--- config.mk ---
export PLATFORM = sky130hd
export DESIGN_NAME = panel_rgb_input
export DESIGN_NICKNAME = d
export VERILOG_FILES = /design/src/inc/panel_pkg.sv /design/src/inc/pixel_if.sv /design/src/pixel_capture.sv /design/src/panel_rgb_input.sv
export SDC_FILE = /design/constraint.sdc
export NUM_CORES = 1
export LEC_CHECK = 0
export BUFFER_PORTS_ARGS = -buffer_cell sky130_fd_sc_hd__buf_2
export CORE_AREA = 2 2 133 187
export DETAILED_ROUTE_END_ITERATION = 7
export DIE_AREA = 0 0 135 189
export SLEW_MARGIN = 20
export SYNTH_ARGS = -nofsm -noshare
export SYNTH_HDL_FRONTEND = slang
export SYNTH_SLANG_ARGS = --single-unit
--- constraint.sdc ---
create_clock -name CORE_CLK -period 3.1 [get_ports CORE_CLK]
set_input_delay 0.465 -clock CORE_CLK [delete_from_list [all_inputs] [get_ports CORE_CLK]]
set_output_delay 0.465 -clock CORE_CLK [all_outputs]
set_load 0.01 [all_outputs]
--- src/inc/panel_pkg.sv ---
/*
 * Shared constants and types for the panel video input and reset handler.
 * Assumes a 250 MHz core clock; all times are turned into cycle counts here.
 */
package panel_pkg;
    localparam int CORE_CLK_MHZ = 250;
    // Reset pin filter times
    localparam int SPIKE_REJECT_US = 5;
    localparam int RESET_SURE_US = 9;
    localparam int SPIKE_REJECT_CYC = SPIKE_REJECT_US * CORE_CLK_MHZ;
    localparam int RESET_SURE_CYC = RESET_SURE_US * CORE_CLK_MHZ;
    // Reset-cancel limits
    localparam int CANCEL_SLEEP_MS = 5;
    localparam int CANCEL_AWAKE_MS = 120;
    localparam int CANCEL_SLEEP_CYC = CANCEL_SLEEP_MS * 1000 * CORE_CLK_MHZ;
    localparam int CANCEL_AWAKE_CYC = CANCEL_AWAKE_MS * 1000 * CORE_CLK_MHZ;
    // Sync, release filter and output stages spent before cancel counting
    localparam int CANCEL_LAG_CYC = 6;
    // Settings reload from nonvolatile storage
    localparam int RELOAD_WORDS = 4;
    localparam logic [7:0] ID_BYTE_RESET = 8'h00;
    localparam logic [7:0] COMMON_VOLTAGE_SETTING_RESET = 8'h00;
    // Pixel bus formats
    localparam int PIXEL_BUS_W = 24;
    localparam logic [1:0] FMT_24 = 2'h0;
    localparam logic [1:0] FMT_18 = 2'h1;
    localparam logic [1:0] FMT_16 = 2'h2;
    localparam int LINE_CNT_W = 10;
    localparam int PIX_CNT_W = 10;
    typedef enum {
        RST_IDLE, RST_PENDING, RST_ACTIVE, RST_CANCEL
    } reset_state_type;
endpackage

--- src/inc/pixel_if.sv ---
/*
 * Carrier between the top module and the pixel capture block.
 * Assumes both ends run on the core clock.
 */
`timescale 1ns/1ps
`default_nettype none
interface pixel_if;
    logic pclk_rise;
    logic hsync;
    logic vsync;
    logic qualifier;
    logic [23:0] data;
    logic [1:0] fmt;
    logic blank;
    logic word_valid;
    logic [23:0] word;
    logic [9:0] col;
    logic [9:0] row;
    modport top (output pclk_rise, hsync, vsync, qualifier, data, fmt,
        blank, input word_valid, word, col, row);
    modport cap (input pclk_rise, hsync, vsync, qualifier, data, fmt,
        blank, output word_valid, word, col, row);
endinterface
`default_nettype wire

--- src/pixel_capture.sv ---
/*
 * Captures pixel words on sampled pixel clock rises while the qualifier is
 * high, and tracks column and row from the syncs.
 * Assumes all inputs are already synchronised to the core clock.
 */
`timescale 1ns/1ps
`default_nettype none
module pixel_capture
    import panel_pkg::*;
(
    // Clock and reset
    input wire logic clk,
    input wire logic rst_n,
    // Pixel side
    pixel_if.cap px
);
    logic hs_prev_q;
    logic vs_prev_q;
    logic [23:0] expanded;
    wire hs_fall = px.pclk_rise && hs_prev_q && !px.hsync;
    wire vs_fall = px.pclk_rise && vs_prev_q && !px.vsync;
    wire take = px.pclk_rise && px.qualifier && !px.blank;

    // Narrow formats are widened by repeating the top bits of each colour
    always_comb begin
        expanded = px.data;
        if (px.fmt == FMT_18) begin
            expanded = {px.data[17:12], px.data[17:16], px.data[11:6],
                px.data[11:10], px.data[5:0], px.data[5:4]};
        end else if (px.fmt == FMT_16) begin
            expanded = {px.data[15:11], px.data[15:13], px.data[10:5],
                px.data[10:9], px.data[4:0], px.data[4:2]};
        end
    end

    always_ff @(posedge clk) begin
        if (!rst_n) begin
            hs_prev_q <= 1'b1;
            vs_prev_q <= 1'b1;
            px.word_valid <= 1'b0;
            px.word <= 24'h000000;
            px.col <= 10'h000;
            px.row <= 10'h000;
        end else begin
            if (px.pclk_rise) begin
                hs_prev_q <= px.hsync;
                vs_prev_q <= px.vsync;
            end
            px.word_valid <= take;
            if (take) begin
                px.word <= expanded;
                px.col <= px.col + 10'h001;
            end
            if (hs_fall) begin
                px.col <= 10'h000;
                if (px.col != 10'h000) begin
                    px.row <= px.row + 10'h001;
                end
            end
            if (vs_fall) begin
                px.row <= 10'h000;
            end
        end
    end

    wf_col_a: assert property (@(posedge clk) disable iff (!rst_n)
        take && !hs_fall |=> px.col == $past(px.col) + 10'h001)
        else $error("column did not advance on captured word");
endmodule
`default_nettype wire

--- src/panel_rgb_input.sv ---
/*
 * Parallel RGB video input and hardware reset handling of the panel.
 * Assumes the host keeps line and frame timing; pins are asynchronous.
 */
// Notes on behaviour
// - Capture 24/18/16-bit pixel words on pixel clock while qualifier high.
// - Ignore reset lows under 5 us, reset on over 9 us; host holds 10 us.
// - Short releases during a valid reset do not end it early.
// - After reset release reload ids, common voltage from storage; words 2 and 3 are read, not kept.
// - Blank display during reset, defaults restored while in reset.
// - Reset-cancel at most 5 ms from sleep, 120 ms from awake.
`timescale 1ns/1ps
`default_nettype none
module panel_rgb_input
    import panel_pkg::*;
#(
    parameter int SPIKE_CYC = SPIKE_REJECT_CYC,
    parameter int SURE_CYC = RESET_SURE_CYC,
    parameter int SLEEP_CANCEL_CYC = CANCEL_SLEEP_CYC,
    parameter int AWAKE_CANCEL_CYC = CANCEL_AWAKE_CYC,
    parameter int CNT_W = 26
) (
    // Core clock and reset
    input wire logic CORE_CLK,
    input wire logic RESET_N,
    // Host video pins
    input wire logic PIXEL_CLK,
    input wire logic HORIZONTAL_SYNC,
    input wire logic VERTICAL_SYNC,
    input wire logic PIXEL_VALID_QUALIFIER,
    input wire logic [23:0] PIXEL_BUS,
    input wire logic [1:0] BUS_FORMAT,
    // Reset pin and mode
    input wire logic HARDWARE_RESET_PIN_N,
    input wire logic SLEEP_MODE,
    // Nonvolatile storage reload
    output logic NVM_READ,
    output logic [1:0] NVM_ADDR,
    input wire logic [7:0] NVM_DATA,
    // Results
    output logic PANEL_RESET,
    output logic DISPLAY_BLANK,
    output logic READY,
    output logic [7:0] ID_BYTE,
    output logic [7:0] COMMON_VOLTAGE_SETTING,
    output logic PIXEL_WORD_VALID,
    output logic [23:0] PIXEL_WORD,
    output logic [9:0] PIXEL_COL,
    output logic [9:0] PIXEL_ROW
);
    logic [1:0] pclk_s_q, hs_s_q, vs_s_q, de_s_q, rst_s_q, slp_s_q;
    logic [23:0] db_s1_q, db_s2_q;
    logic [1:0] fmt_s1_q, fmt_s2_q;
    logic pclk_last_q;
    logic [CNT_W-1:0] low_cnt_q, high_cnt_q, cancel_cnt_q, cancel_lim_q;
    logic [2:0] load_idx_q;
    reset_state_type state_q, state_d;
    pixel_if px();

    wire pin_low = !rst_s_q[1];
    wire low_long = low_cnt_q >= CNT_W'(SPIKE_CYC);
    wire low_sure = low_cnt_q >= CNT_W'(SURE_CYC);
    wire high_long = high_cnt_q >= CNT_W'(SPIKE_CYC);
    wire cancel_done = cancel_cnt_q >= cancel_lim_q;
    wire loading = state_q == RST_CANCEL && load_idx_q < 3'(RELOAD_WORDS);

    // Pins cross into the core clock through two flops each
    always_ff @(posedge CORE_CLK) begin
        pclk_s_q <= {pclk_s_q[0], PIXEL_CLK};
        hs_s_q <= {hs_s_q[0], HORIZONTAL_SYNC};
        vs_s_q <= {vs_s_q[0], VERTICAL_SYNC};
        de_s_q <= {de_s_q[0], PIXEL_VALID_QUALIFIER};
        rst_s_q <= {rst_s_q[0], HARDWARE_RESET_PIN_N};
        slp_s_q <= {slp_s_q[0], SLEEP_MODE};
        db_s1_q <= PIXEL_BUS;
        db_s2_q <= db_s1_q;
        fmt_s1_q <= BUS_FORMAT;
        fmt_s2_q <= fmt_s1_q;
        pclk_last_q <= pclk_s_q[1];
    end

    // Low and high run lengths of the synchronised reset pin
    always_ff @(posedge CORE_CLK) begin
        if (!RESET_N || !pin_low) begin
            low_cnt_q <= '0;
        end else if (!low_sure) begin
            low_cnt_q <= low_cnt_q + CNT_W'(1);
        end
        if (!RESET_N || pin_low) begin
            high_cnt_q <= '0;
        end else if (!high_long) begin
            high_cnt_q <= high_cnt_q + CNT_W'(1);
        end
    end

    always_comb begin
        state_d = state_q;
        unique case (state_q)
            RST_IDLE: begin
                if (low_long) state_d = RST_PENDING;
            end
            RST_PENDING: begin
                // A reset that has started runs to completion
                if (low_sure || !pin_low) state_d = RST_ACTIVE;
            end
            RST_ACTIVE: begin
                // Only a release outlasting the spike window ends reset
                if (high_long) state_d = RST_CANCEL;
            end
            RST_CANCEL: begin
                if (low_long) state_d = RST_PENDING;
                else if (cancel_done && !loading) state_d = RST_IDLE;
            end
        endcase
    end

    always_ff @(posedge CORE_CLK) begin
        if (!RESET_N) begin
            state_q <= RST_IDLE;
            cancel_cnt_q <= '0;
            cancel_lim_q <= CNT_W'(SLEEP_CANCEL_CYC);
        end else begin
            state_q <= state_d;
            if (state_q == RST_IDLE && low_long) begin
                cancel_lim_q <= slp_s_q[1] ? CNT_W'(SLEEP_CANCEL_CYC)
                    : CNT_W'(AWAKE_CANCEL_CYC);
            end
            if (state_q == RST_CANCEL && !cancel_done) begin
                cancel_cnt_q <= cancel_cnt_q + CNT_W'(1);
            end else if (state_q != RST_CANCEL) begin
                // The limit runs from the pin's rise, not from cancel entry
                cancel_cnt_q <= CNT_W'(SPIKE_CYC + CANCEL_LAG_CYC);
            end
        end
    end

    // Reload walks the storage words; read data is taken in the same cycle as NVM_READ and NVM_ADDR
    always_ff @(posedge CORE_CLK) begin
        if (!RESET_N || state_q != RST_CANCEL) begin
            load_idx_q <= 3'h0;
            NVM_READ <= 1'b0;
            NVM_ADDR <= 2'h0;
        end else begin
            NVM_READ <= loading;
            NVM_ADDR <= load_idx_q[1:0];
            if (loading) load_idx_q <= load_idx_q + 3'h1;
        end
    end

    always_ff @(posedge CORE_CLK) begin
        if (!RESET_N || state_q == RST_ACTIVE) begin
            ID_BYTE <= ID_BYTE_RESET;
            COMMON_VOLTAGE_SETTING <= COMMON_VOLTAGE_SETTING_RESET;
        end else if (NVM_READ && NVM_ADDR == 2'h0) begin
            ID_BYTE <= NVM_DATA;
        end else if (NVM_READ && NVM_ADDR == 2'h1) begin
            COMMON_VOLTAGE_SETTING <= NVM_DATA;
        end
    end

    always_ff @(posedge CORE_CLK) begin
        if (!RESET_N) begin
            PANEL_RESET <= 1'b0;
            DISPLAY_BLANK <= 1'b1;
            READY <= 1'b0;
        end else begin
            PANEL_RESET <= state_q == RST_PENDING || state_q == RST_ACTIVE;
            DISPLAY_BLANK <= state_q != RST_IDLE;
            READY <= state_q == RST_IDLE;
        end
    end

    assign px.pclk_rise = pclk_s_q[1] && !pclk_last_q;
    assign px.hsync = hs_s_q[1];
    assign px.vsync = vs_s_q[1];
    assign px.qualifier = de_s_q[1];
    assign px.data = db_s2_q;
    assign px.fmt = fmt_s2_q;
    assign px.blank = DISPLAY_BLANK;

    pixel_capture capture (
        .clk(CORE_CLK),
        .rst_n(RESET_N),
        .px(px.cap)
    );

    always_ff @(posedge CORE_CLK) begin
        if (!RESET_N) begin
            PIXEL_WORD_VALID <= 1'b0;
            PIXEL_WORD <= 24'h000000;
            PIXEL_COL <= 10'h000;
            PIXEL_ROW <= 10'h000;
        end else begin
            PIXEL_WORD_VALID <= px.word_valid;
            PIXEL_WORD <= px.word;
            PIXEL_COL <= px.col;
            PIXEL_ROW <= px.row;
        end
    end

    spike_reject_a: assert property (@(posedge CORE_CLK) disable iff (!RESET_N)
        state_q == RST_IDLE && !low_long
        |=> state_q == RST_IDLE && !PANEL_RESET)
        else $error("reset started on a short spike");
    reset_sure_a: assert property (@(posedge CORE_CLK) disable iff (!RESET_N)
        state_q == RST_PENDING && low_sure |=> state_q == RST_ACTIVE)
        else $error("long reset pulse not taken");
    hold_reset_a: assert property (@(posedge CORE_CLK) disable iff (!RESET_N)
        state_q == RST_ACTIVE && !high_long |=> state_q == RST_ACTIVE)
        else $error("reset ended on a short release");
    blank_out_a: assert property (@(posedge CORE_CLK) disable iff (!RESET_N)
        state_q == RST_ACTIVE |=> DISPLAY_BLANK && PANEL_RESET)
        else $error("display not blanked in reset");
    default_load_a: assert property (@(posedge CORE_CLK)
        disable iff (!RESET_N)
        state_q == RST_ACTIVE |=> ID_BYTE == ID_BYTE_RESET)
        else $error("defaults not restored in reset");
    reload_start_a: assert property (@(posedge CORE_CLK)
        disable iff (!RESET_N)
        $rose(state_q == RST_CANCEL) |=> NVM_READ && NVM_ADDR == 2'h0)
        else $error("storage reload did not start");
    cancel_bound_a: assert property (@(posedge CORE_CLK)
        disable iff (!RESET_N)
        state_q == RST_CANCEL && cancel_done && !loading && !low_long
        |=> READY == 1'b0 ##1 READY)
        else $error("reset cancel overran its limit");
endmodule
`default_nettype wire

Yosys cells after proc, flatten, opt, wreduce, memory -nomap -nowiden
Index checks and enable logic that the tools add are counted.
- register bits: 318
- output and inout bits: 67
- add/sub/neg operators: 6
- $lt $le $gt $ge: 5
- equal/unequal tests: 14
- mux-type cells: 11
- bitwise gates (word level): 2
- reductions and logical operators: 38
- operators by type and width (kind ; number):
    2-to-1 mux 32 bit ; 5
    case mux 32 bit (4 select lines) ; 1
    equality test 32 x 2 -> 1 bit (second input constant) ; 3
    adder 26 x 1 -> 26 bit (second input constant) ; 3
    equality test 32 x 3 -> 1 bit (second input constant) ; 2
    logical NOT 32 bit ; 2
    greater-or-equal comparator 26 x 11 -> 1 bit (second input constant) ; 2
    2-to-1 mux 26 bit ; 2
    2-to-1 mux 24 bit ; 2
    equality test 32 x 1 -> 1 bit (second input constant) ; 1
    != test 32 x 3 -> 1 bit (second input constant) ; 1
    nonzero test 32 bit ; 1
    greater-or-equal comparator 26 x 12 -> 1 bit (second input constant) ; 1
    greater-or-equal comparator 26 bit ; 1
    2-to-1 mux 25 bit ; 1
    adder 10 x 1 -> 10 bit (second input constant) ; 2
    logical AND 1 bit ; 13
    nonzero test 10 bit ; 1
    logical NOT 1 bit ; 8
    logical OR 1 bit ; 6
    != test 2 bit (second input constant) ; 3
    equality test 2 x 1 -> 1 bit (second input constant) ; 2
    AND reduction 2 bit ; 2
    AND reduction 4 bit ; 1
    other kinds (8) ; 10

Longest topological paths before layout
Gate-level depths: netlist (run 1).
- depth in word-level cells: 7
- depth in mapped cells: 11
- depth with buffers taken out: 9

Hierarchy
From an unflattened synthesis (run 1), not the netlist that was laid out.
- cell total of the unflattened synthesis: 936
- area, all modules: 9575.4 µm²
- modules (own cells, without submodules) (module ; times used ; cells each ; area each (µm²) ; sequential area each (µm²)):
    panel_rgb_input ; 1 ; 660 ; 7111.8 ; 4344.2
    pixel_capture ; 1 ; 276 ; 2463.6 ; 940.9

Worst setup path before layout (run 1)
No wires, ideal clock.
- path type: reg-to-reg
- from: register cancel_lim_q[23]
- to: register cancel_cnt_q[22]
- library setup time: 0.071 ns
- arrival: 2.621 ns
- required time: 3.029 ns
- slack: 0.408 ns
- stages on the path, launching flop included: 11
- path buffers: 1
- period minus slack after synthesis: 2.692 ns
- cells stage by stage: dfxtp_1 > inv_1 > ha_1 > a21o_1 > a2111oi_4 > o21ai_2 > a2111oi_4 > nand4_1 > buf_2 > or4_1 > a21oi_1
- longest elaborated chain between the ends: 4
- elaborated cells between the ends (all ways): 5
- those cells by class: order compare: 1; mux: 1; reduce/logical: 3
- ends and longest elaborated chain (element ; RTL line ; source):
    from (decl) ; panel_rgb_input.sv:55 ; logic [CNT_W-1:0] low_cnt_q, high_cnt_q, cancel_cnt_q, cancel_lim_q;
    from (signal assigned) ; panel_rgb_input.sv:121 ; cancel_lim_q <= CNT_W'(SLEEP_CANCEL_CYC);
    from (signal assigned) ; panel_rgb_input.sv:125 ; cancel_lim_q <= slp_s_q[1] ? CNT_W'(SLEEP_CANCEL_CYC)
    greater-or-equal comparator 26 bit * ; panel_rgb_input.sv:64 ; wire cancel_done = cancel_cnt_q >= cancel_lim_q;
    logical NOT 1 bit * ; panel_rgb_input.sv:128 ; if (state_q == RST_CANCEL && !cancel_done) begin
    logical AND 1 bit * ; panel_rgb_input.sv:128 ;
    2-to-1 mux 26 bit / nonzero test 2 bit (equally long branches) ; -- ;
    to (signal assigned) ; panel_rgb_input.sv:129 ; cancel_cnt_q <= cancel_cnt_q + CNT_W'(1);
    to (signal assigned) ; panel_rgb_input.sv:132 ; cancel_cnt_q <= CNT_W'(SPIKE_CYC + CANCEL_LAG_CYC);
    to (decl) ; panel_rgb_input.sv:55 ;
Mark *: on every way between the ends. The rest lies on a longest branch, timed or not.
A chain may end at the register's enable or synchronous reset.

Worst setup path in the final report (run 1)
- from: register cancel_lim_q[23]
- to: register cancel_cnt_q[16]
Same word-level chain as after synthesis.

==> flow_metrics.py, run 1 <==
metrics = {
    "status": {
        "outcome": "finished, final reports clean",
    },
    "worst_setup_path": {
        "r2r-start": "cancel_lim_q[23]$_SDFFE_PN0P_",
        "cp_cell_sequence": "inv_2 > ha_1 > a21o_1 > a2111oi_4 > o21ai_2 > a2111oi_4 > nand4_1 > buf_4 > or4_1 > a21oi_1",
        "startpoint_type": "flop",
        "worstPathMaxFanout": 20,
        "slowest_stage": "or4_1",
        "worst-path-stages": 10,
        "crit_top_cell": "a2111oi_4",
        "r2r-end": "cancel_cnt_q[16]$_SDFFE_PN0P_",
        "rr_worst_depth": 10,
        "cp-end-kind": "flop",
        "critPathMaxStageDelay_ns": 0.50,
        "cpLargestDelayFamily": "compound AO/OA/AOI/OAI gates",
        "r2r_slack_ns": 0.22,
        "cp_num_buf_inv": 2,
        "critical_path_required_ns": 3.55,
        "worst_ep_arrival_time_ns": 3.33,
        "criticalPathCategory": "flop to flop",
    },
    "placed_design": {
        "finalWeightedCongestion": 0.847,
        "hpwl_microns": 12900,
        "io_buffers": 108,
    },
    "synth": {
        "synth_area_sq_mm": 0.00944,
        "ys_seq_elements": 264,
        "synth_cell_types": 50,
        "syn_avg_cell_area_sq_um": 9.90,
        "yosys_warnings": 0,
        "syn_nets": 1022,
        "synth_edf_count": 0,
        "async_flop_share": 0,
        "syn_inst": 954,
        "seq_area_frac_synth": 0.560,
        "synth_flop_cell": "dfxtp_1",
    },
    "floorplanning": {
        "initial_core_util": 0.397,
        "die_h_microns": 189,
        "rows": 67,
        "fp.dieArea_sq_mm": 0.0255,
        "coreArea_sq_mm": 0.0238,
        "die_w_microns": 135,
        "num_io_pins": 109,
    },
    "timing": {
        "setup_tns_ns": 0,
        "worst_slew_pin_slew_ns": 0.655,
        "slew_headroom": 0.562,
        "period_needed_ns": 2.88,
        "slew_violations": 0,
        "finalHoldViolations": 0,
        "post-route-period-util": 0.928,
        "setup_viol_count_final": 0,
        "rsz0062_at_grt": "false",
        "finalClockSkew_ns": 0.0191,
        "timing.fmax_mhz": 348,
    },
    "clock_network": {
        "clockBufferDepth": 3,
        "clock-root-buffer": "clkbuf_16",
        "clk_pin_slew_worst_paths_ns": 0.06,
        "htreeDepth": 1,
        "clock_latency_ns": 0.53,
        "cts_tree": "done",
        "numCtsBuffers": 26,
        "cts_sinks": 264,
    },
    "grt": {
        "overflow": 0,
        "grt_use_total": 0.147,
        "grt_max_degree": 39,
        "grt_pass1_vias": 6524,
        "grt_pass1_wl_microns": 31200,
        "grt_antenna_before_repair": 0,
    },
    "worst_hold_path": {
        "hold_class": "input pin to flop",
        "worstHoldStart": "PIXEL_BUS[21]",
        "holdPathStages": 1,
        "min_to": "db_s1_q[21]$_DFF_P_",
    },
    "power_and_ir_drop": {
        "comb_power_share": 0.039,
        "switching_share": 0.221,
        "p_leak_nw": 4.74,
        "pwr_density_cell_mw_per_mm2": 620,
        "p_int_mw": 5.42,
        "total_power_mw": 6.96,
        "power.share.clock": 0.452,
        "ir_drop_uv": 430,
        "pwr-share-seq": 0.510,
        "power.switching_mw": 1.54,
    },
    "layout": {
        "antenna_cells": 0,
        "nets": 1131,
        "fillerInstances": 2315,
        "area_growth_pct": 18.8,
        "drive_gt1_frac": 0.168,
    },
    "detailed_routing": {
        "wl_microns": 18300,
        "drtAntennaViolNets": 0,
        "via_count": 6703,
        "first_iter_violations": 335,
        "first_pass_iters": 4,
        "drt_drc_violations_left": 0,
        "route.detailed.wl_per_inst_microns": 13.1,
        "viasPerCell": 4.81,
    },
    "run": {
        "drv_cap": 0,
    },
}
==> cell usage after synthesis, types with 11 or more instances <==
cell / n / area share
or3_1: 11 / 0.0073
nor3_1: 18 / 0.0095
nand3_1: 22 / 0.012
mux2i_1: 25 / 0.027
and2_1: 59 / 0.039
a21oi_1: 35 / 0.019
o21ai_0: 27 / 0.014
a211oi_1: 14 / 0.011
nor2_1: 115 / 0.046
xnor2_1: 11 / 0.010
xor2_1: 34 / 0.032
ha_1: 26 / 0.034
dfxtp_1: 264 / 0.56
inv_1: 26 / 0.010
and3_1: 34 / 0.023
clkbuf_1: 41 / 0.016
nand2_1: 58 / 0.023
nand4_1: 20 / 0.013
o211ai_1: 11 / 0.0087
==> registers in the layout, summed over array words and instances, names as in the netlist, 3 cells and up <==
register	count
PIXEL_WORD	24
cancel_cnt_q	26
COMMON_VOLTAGE_SETTING	8
db_s1_q	24
capture.px.col	10
PIXEL_ROW	10
db_s2_q	24
PIXEL_COL	10
capture.px.word	24
load_idx_q	3
ID_BYTE	8
high_cnt_q	26
capture.px.row	10
low_cnt_q	26
==> worst max-delay path by stage <==
stage,from,endpoint
after floorplan,cancel_lim_q[23]$_SDFFE_PN0P_,cancel_cnt_q[22]$_SDFFE_PN0P_
after global placement,cancel_lim_q[23]$_SDFFE_PN0P_,cancel_cnt_q[23]$_SDFFE_PN0P_
after detailed placement,cancel_lim_q[23]$_SDFFE_PN0P_,cancel_cnt_q[21]$_SDFFE_PN0P_
after CTS,cancel_lim_q[23]$_SDFFE_PN0P_,cancel_cnt_q[16]$_SDFFE_PN0P_
after global routing,cancel_lim_q[23]$_SDFFE_PN0P_,cancel_cnt_q[18]$_SDFFE_PN0P_
final,cancel_lim_q[23]$_SDFFE_PN0P_,cancel_cnt_q[16]$_SDFFE_PN0P_
==> cell families after synthesis <==
kind of cell             Yosys count  synth area share
AO/OA/AOI/OAI                    124            0.0884
AND/OR/NAND/NOR                  396             0.217
adder cells (fa/ha/maj)           26            0.0345
flip-flops                       264             0.560
XOR/XNOR                          45            0.0417
buffers and inverters             71            0.0288
multiplexers                      28            0.0301
==> power by group through the flow <==
stage          clock (mW)  sequential [mW]  combinational, mW
6_report             3.14             3.55              0.270
5_1_grt              3.39             3.55              0.308
4_1_cts              3.25             3.55              0.275
3_5_place_dp            0             3.62              0.270
3_3_place_gp            0             3.62              0.267
2_1_floorplan           0             3.61              0.176
==> layout by cell type, fill, tap and decap left out, types with 25 or more instances in the layout <==
| cell | instances |
|---|---|
| o21ai_0 | 27 |
| nor2_1 | 115 |
| xor2_1 | 34 |
| and3_1 | 34 |
| nand2_1 | 58 |
| buf_2 | 108 |
| mux2i_1 | 25 |
| a21oi_1 | 35 |
| dfxtp_1 | 263 |
| ha_1 | 26 |
| clkbuf_16 | 26 |
| inv_1 | 25 |
| and2_1 | 59 |
==> metal layers <==
| metal | up-vias | track usage | wire length [microns] |
|---|---|---|---|
| met3 | 39 | 0.0220 | 642 |
| met5 | - | 0 | 0 |
| met1 | 3051 | 0.172 | 7840 |
| met2 | 122 | 0.265 | 9160 |
| li1 | 3491 | - | - |
| met4 | 0 | 0.0617 | 646 |
==> what timing repair did <==
item                       in CTS  in global routing
setup buffers                   0                  0
hold buffers                    3                  0
hold endpoints to repair        3                  0
setup endpoints to repair       0                 12
gates resized for setup         0                  1
==> final cells by class <==
type / instances / area [sq um] / area share
tap: 310 / 388 / 0.0346
clock inverter: 16 / 165 / 0.0147
clock buffer: 32 / 713 / 0.0636
timing repair buffer: 126 / 683 / 0.0609
multi-input combinational: 619 / 3880 / 0.346
inverter: 26 / 97.6 / 0.00870
sequential: 264 / 5290 / 0.471
==> metrics by stage <==
step,cells,area (sq um),setup slack [ns],hold slack (ns),util
2_1_floorplan,954,9440,0.408,0.310,-
3_3_place_gp,1342,10300,0.193,0.310,0.433
3_5_place_dp,1342,10300,0.152,0.312,0.433
4_1_cts,1393,11200,0.136,0.000457,0.471
5_1_grt,1393,11200,0.00542,0.00208,0.471
6_report,1393,11200,0.223,0.0323,0.471
==> worst reg2reg max path, cell delays in order (launching register included) <==
cell and delay [ns]:
dfxtp_1 0.34, inv_2 0.08, ha_1 0.30, a21o_1 0.21, a2111oi_4 0.36, o21ai_2 0.11
a2111oi_4 0.38, nand4_1 0.14, buf_4 0.22, or4_1 0.51, a21oi_1 0.16
Note: power is estimated with default switching activity, not from simulation.
==> inputs of run 2 (changes only) <==
--- a/config.mk
+++ b/config.mk
@@ -5,11 +5,13 @@
 export SDC_FILE = /design/constraint.sdc
 export NUM_CORES = 1
 export LEC_CHECK = 0
+export ABC_AREA = 1
 export BUFFER_PORTS_ARGS = -buffer_cell sky130_fd_sc_hd__buf_2
-export CORE_AREA = 2 2 133 187
+export CORE_AREA = 2 2 137 193
 export DETAILED_ROUTE_END_ITERATION = 7
-export DIE_AREA = 0 0 135 189
+export DIE_AREA = 0 0 139 195
 export SLEW_MARGIN = 20
 export SYNTH_ARGS = -nofsm -noshare
 export SYNTH_HDL_FRONTEND = slang
+export SYNTH_HIERARCHICAL = 1
 export SYNTH_SLANG_ARGS = --single-unit
==> flow_metrics.py, run 2 <==
metrics = {
    "placed_design": {
        "io_buffers": 108,
        "hpwl_microns": 14600,
        "placed_area_sq_mm": 0.0109,
        "finalWeightedCongestion": 0.863,
    },
    "floorplanning": {
        "initial_core_util": 0.399,
        "die_w_microns": 139,
        "num_io_pins": 109,
        "coreArea_sq_mm": 0.0252,
        "rows": 69,
        "die_h_microns": 195,
        "fp.dieArea_sq_mm": 0.0271,
    },
    "worst_setup_path": {
        "startpoint_type": "flop",
        "slowest_stage": "nand4_2",
        "critical_path_required_ns": 3.56,
        "crit_top_cell": "nand2_1",
        "criticalPathCategory": "flop to flop",
        "critPathMaxStageDelay_ns": 0.37,
        "cp-end-kind": "flop",
        "worst_ep_arrival_time_ns": 2.84,
        "cp_cell_sequence": "inv_1 > ha_1 > nand2_1 > inv_1 > nand2_1 > inv_1 > nand2_1 > nand2_1 > nand2_1 > nand4_2 > buf_4 > nor2_4 > nand3_1 > a21oi_1",
        "worstPathMaxFanout": 13,
    },
    "synth": {
        "yosys_warnings": 6,
        "synth_top_area_frac": 0.526,
        "synthTopCellsByCount": "264 x dfxtp_1, 246 x nand2_1, 210 x inv_1, 160 x nor2_1, 100 x a21oi_1",
        "ys_seq_elements": 264,
        "seq_area_frac_synth": 0.526,
        "syn_inst": 1283,
        "syn_avg_cell_area_sq_um": 7.84,
        "yosys.area.top_type": "dfxtp_1",
        "synth_flop_cell": "dfxtp_1",
        "async_flop_share": 0,
        "synth_cell_types": 42,
        "synth_area_sq_mm": 0.0101,
        "syn_nets": 1351,
        "synth_edf_count": 0,
        "yosys-top-cells-area": "dfxtp_1 53%, nand2_1 9.2%, inv_1 7.8%",
        "synth.most_common_cell": "dfxtp_1",
    },
    "run": {
        "drv_cap": 0,
    },
    "layout": {
        "fin_area_sq_mm": 0.0118,
        "antenna_cells": 0,
        "final_util": 0.467,
        "layout_common_cells": "264 x dfxtp_1, 246 x nand2_1, 210 x inv_1",
        "mostFrequentLayoutCell": "dfxtp_1",
        "nets": 1462,
        "area_growth_pct": 17.2,
        "top_regs": "cancel_cnt_q: 26 flops, high_cnt_q: 26 flops, low_cnt_q: 26 flops",
        "drive_gt1_frac": 0.136,
        "fillerInstances": 2591,
    },
    "clock_network": {
        "cts_tree": "done",
        "clock_latency_ns": 0.53,
        "clockBufferDepth": 3,
        "htreeDepth": 1,
        "post_cts_resized": 0,
        "cts_setup_buffers": 0,
        "clock-root-buffer": "clkbuf_16",
        "cts_sinks": 264,
        "hold_buffers": 0,
        "clk_pin_slew_worst_paths_ns": 0.06,
        "numCtsBuffers": 26,
    },
    "grt": {
        "grt_antenna_before_repair": 0,
        "overflow": 0,
        "grt_use_total": 0.151,
        "grt_pass1_wl_microns": 35100,
        "grt_max_degree": 74,
        "grt_pass1_vias": 7686,
    },
    "detailed_routing": {
        "first_pass_iters": 4,
        "via_count": 7975,
        "drt_drc_violations_left": 0,
        "first_iter_violations": 379,
        "drtAntennaViolNets": 0,
        "viasPerCell": 4.60,
        "wl_microns": 20300,
        "route.detailed.wl_per_inst_microns": 11.7,
    },
    "power_and_ir_drop": {
        "power.switching_mw": 1.73,
        "comb_power_share": 0.066,
        "switching_share": 0.235,
        "p_leak_nw": 5.40,
        "pwr-share-seq": 0.488,
        "pwr_density_cell_mw_per_mm2": 623,
        "total_power_mw": 7.34,
        "p_int_mw": 5.61,
        "ir_drop_uv": 471,
        "power.share.clock": 0.446,
    },
    "status": {
        "outcome": "finished, final reports clean",
    },
    "timing": {
        "slew_violations": 0,
        "finalHoldViolations": 0,
        "worst_slew_pin_slew_ns": 0.938,
        "timing.fmax_mhz": 419,
        "rsz0062_at_grt": "false",
        "finalClockSkew_ns": 0.0122,
        "post-route-period-util": 0.770,
        "slew_headroom": 0.372,
        "setup_tns_ns": 0,
        "period_needed_ns": 2.39,
        "setup_viol_count_final": 0,
    },
    "worst_hold_path": {
        "hold_class": "input pin to flop",
    },
}
## run 2: per-stage QoR
| step | hold WS [ns] | std cells | setup slack [ns] |
|---|---|---|---|
| 6_report | 0.0298 | 1733 | 0.714 |
| 3_5_place_dp | 0.312 | 1685 | 0.698 |
| 3_3_place_gp | 0.310 | 1685 | 0.748 |
| 5_1_grt | 0.000315 | 1733 | 0.461 |
| 2_1_floorplan | 0.310 | 1283 | 1.33 |
| 4_1_cts | 0.00281 | 1733 | 0.691 |
## run 2: kinds of logic (layout without fill, tap and decap cells)
family | count (synthesis) | count (layout) | synth area share
adders and majority gates | 26 | 26 | 0.0324
DFF | 264 | 264 | 0.526
xor gates and xnor gates | 9 | 9 | 0.00784
AOI/OAI and AO/OA | 199 | 199 | 0.105
buffers and inverters | 248 | 379 | 0.0967
and+or+nand+nor | 537 | 537 | 0.233
## run 2: per-layer routing
layer	vias to the layer above	GRT usage	share of wire
li1	4263	-	-
met1	3528	0.178	0.43
met2	147	0.278	0.50
met3	37	0.0253	0.045
met4	0	0.0527	0.027
met5	-	0	0
## run 2: final timing paths
| check | start | depth (start not counted) | slack, ns | end |
|---|---|---|---|---|
| worst max register to register | cancel_lim_q[23]$_SDFFE_PN0P_ | 14 | 0.71 | cancel_cnt_q[21]$_SDFFE_PN0P_ |
| worst min register to register | de_s_q[0]$_DFF_P_ | 0 | 0.32 | de_s_q[1]$_DFF_P_ |
| worst max-delay path | cancel_lim_q[23]$_SDFFE_PN0P_ | 14 | 0.71 | cancel_cnt_q[21]$_SDFFE_PN0P_ |
| worst min-delay path | PIXEL_BUS[2] | 1 | 0.03 | db_s1_q[2]$_DFF_P_ |
## run 2: final cells by class
class	instances	area (sq um)	area share
clock buffer	33	727	0.0617
clock inverter	15	185	0.0157
inverter	220	826	0.0701
multi-input combinational	771	3800	0.322
sequential	264	5290	0.449
tap	319	399	0.0339
timing repair buffer	111	563	0.0478
## run 2: power groups by stage
stage	Clock, mW	Combinational, mW	Sequential, mW
2_1_floorplan	0	0.322	3.66
3_3_place_gp	0	0.484	3.66
3_5_place_dp	0	0.489	3.66
4_1_cts	3.38	0.491	3.58
5_1_grt	3.53	0.561	3.60
6_report	3.27	0.483	3.59
## run 2: critical path, delay by kind of cell, from the launching register on
family / cells / cell delay, ns
flip-flops: 1 / 0.31
AO/OA/AOI/OAI: 1 / 0.13
AND/OR/NAND/NOR: 8 / 0.94
buffers and inverters: 4 / 0.65
adder cells (fa/ha/maj): 1 / 0.30
==> inputs of run 3 (changes only) <==
==> constraint.sdc (replaced) <==
create_clock -name CORE_CLK -period 2 [get_ports CORE_CLK]
set_input_delay 0.3 -clock CORE_CLK [delete_from_list [all_inputs] [get_ports CORE_CLK]]
set_output_delay 0.3 -clock CORE_CLK [all_outputs]
set_load 0.01 [all_outputs]
==> flow_metrics.py, run 3 (synthesized netlist as in run 2, its figures left out) <==
metrics = {
    "worst_setup_path": {
        "startpoint_type": "flop",
        "worst_ep_arrival_time_ns": 2.35,
        "cp-end-kind": "flop",
        "critical_path_required_ns": 2.39,
        "criticalPathCategory": "flop to flop",
        "r2r_slack_ns": 0.04,
        "worstPathMaxFanout": 7,
    },
    "clock_network": {
        "clockBufferDepth": 3,
        "cts_tree": "done",
        "clk_pin_slew_worst_paths_ns": 0.06,
        "numCtsBuffers": 26,
        "clock-root-buffer": "clkbuf_16",
        "htreeDepth": 1,
        "clock_latency_ns": 0.55,
        "cts_sinks": 264,
    },
    "placed_design": {
        "finalWeightedCongestion": 0.853,
        "hpwl_microns": 15100,
        "place_inst": 1709,
        "io_buffers": 108,
        "placed_area_sq_mm": 0.0111,
    },
    "grt": {
        "grt_max_degree": 60,
        "grt_pass1_wl_microns": 35800,
        "grt_use_total": 0.154,
        "overflow": 0,
        "grt_antenna_before_repair": 0,
        "grt_pass1_vias": 8041,
    },
    "floorplanning": {
        "fp.dieArea_sq_mm": 0.0271,
        "die_w_microns": 139,
        "num_io_pins": 109,
        "die_h_microns": 195,
        "rows": 69,
        "initial_core_util": 0.399,
        "coreArea_sq_mm": 0.0252,
    },
    "detailed_routing": {
        "viasPerCell": 4.66,
        "wl_microns": 21300,
        "route.detailed.wl_per_inst_microns": 11.9,
        "first_pass_iters": 7,
        "via_count": 8367,
        "drt_drc_violations_left": 0,
        "drtAntennaViolNets": 0,
        "first_iter_violations": 323,
    },
    "layout": {
        "nets": 1526,
        "multi_input_area_sq_mm": 0.00401,
        "fin_area_sq_mm": 0.0127,
        "fillerInstances": 2416,
        "top_regs": "cancel_cnt_q: 26 flops, high_cnt_q: 26 flops, low_cnt_q: 26 flops",
        "drive_gt1_frac": 0.176,
        "area_growth_pct": 25.9,
        "final-seq-area_sq_mm": 0.00529,
        "mostFrequentLayoutCell": "dfxtp_1",
        "stdcell_count": 1795,
        "antenna_cells": 0,
        "layout_common_cells": "259 x dfxtp_1, 238 x nand2_1, 206 x inv_1",
    },
    "power_and_ir_drop": {
        "total_power_mw": 11.7,
        "pwr-share-seq": 0.473,
        "switching_share": 0.227,
        "power.share.clock": 0.456,
        "power.switching_mw": 2.67,
        "pwr_density_cell_mw_per_mm2": 928,
        "p_leak_nw": 5.74,
        "ir_drop_uv": 748,
        "comb_power_share": 0.071,
        "p_int_mw": 9.08,
    },
    "timing": {
        "finalClockSkew_ns": 0.0305,
        "slew_violations": 0,
        "period_needed_ns": 1.96,
        "post-route-period-util": 0.978,
        "finalHoldViolations": 0,
        "setup_viol_count_final": 0,
        "setup_tns_ns": 0,
        "worst_slew_pin_slew_ns": 0.500,
        "slew_headroom": 0.665,
        "rsz0062_at_grt": "true",
        "timing.fmax_mhz": 512,
    },
    "status": {
        "outcome": "finished, final reports clean",
    },
    "worst_hold_path": {
        "hold_class": "input pin to flop",
    },
    "run": {
        "drv_cap": 0,
    },
}
-- run 3: cell types whose count changed in the layout (fill, tap and decap cells not counted), sizes merged --
cell and delta:
bufinv +3, clkbuf -1, dlygate4sd3 +35, inv -1, clkinvlp -3, buf +29
-- run 3: per-layer routing --
metal  vias to the layer above  share of wire  GRT usage
met5                         -              0          0
met4                         0          0.033     0.0629
met3                        48          0.040     0.0260
met2                       170           0.50      0.290
met1                      3753           0.42      0.172
li1                       4396              -          -
-- run 3: layout make-up --
class,count,area share
Timing Repair Buffer,175,0.0918
Multi-Input combinational cell,771,0.317
Inverter,220,0.0667
Clock buffer,32,0.0555
Sequential cell,264,0.418
Clock inverter,14,0.0196
Tap cell,319,0.0315
-- run 3: power by group through the flow --
stage                     registers, mW  logic, mW  clock network, mW
after floorplan                    5.67      0.499                  0
after global placement             5.68      0.784                  0
after detailed placement           5.67      0.788                  0
after CTS                          5.56      0.843               5.53
after global routing               5.57      0.954               5.71
final                              5.56      0.835               5.35
-- run 3: per-stage QoR --
stage,setup slack (ns),hold slack (ns),util
finish,0.0450,0.0306,0.502
global route,-0.0854,0.0375,0.502
CTS,0.00817,0.00216,0.491
detailed placement,-0.0919,0.312,0.439
global placement,-0.0219,0.312,0.439
floorplan,0.230,0.310,-
-- run 3: path summary, 6_finish.rpt --
check	from	to	depth (start not counted)
setup / recovery	cancel_lim_q[23]$_SDFFE_PN0P_	cancel_cnt_q[10]$_SDFFE_PN0P_	10
hold / removal	NVM_DATA[5]	ID_BYTE[5]$_SDFFE_PP0P_	3
setup reg to reg	cancel_lim_q[23]$_SDFFE_PN0P_	cancel_cnt_q[10]$_SDFFE_PN0P_	10
hold reg to reg	db_s1_q[21]$_DFF_P_	db_s2_q[21]$_DFF_P_	0
-- run 3: critical path, stage by stage, from the launching register on --
cell and delay [ns]:
dfxtp_4 0.37, inv_8 0.06, ha_4 0.27, nand4_1 0.14
nor2_2 0.19, nand3_2 0.11, nand4_4 0.18, clkinv_4 0.11
buf_6 0.14, a21oi_1 0.14, a21oi_1 0.08
-- run 3: what timing repair did --
item                       in CTS  in global routing
setup endpoints to repair      28                 30
gates resized for setup         4                 54
hold endpoints to repair       35                  0
buffers inserted                0                  5
hold buffers                   35                  0
pin swaps                       2                 21
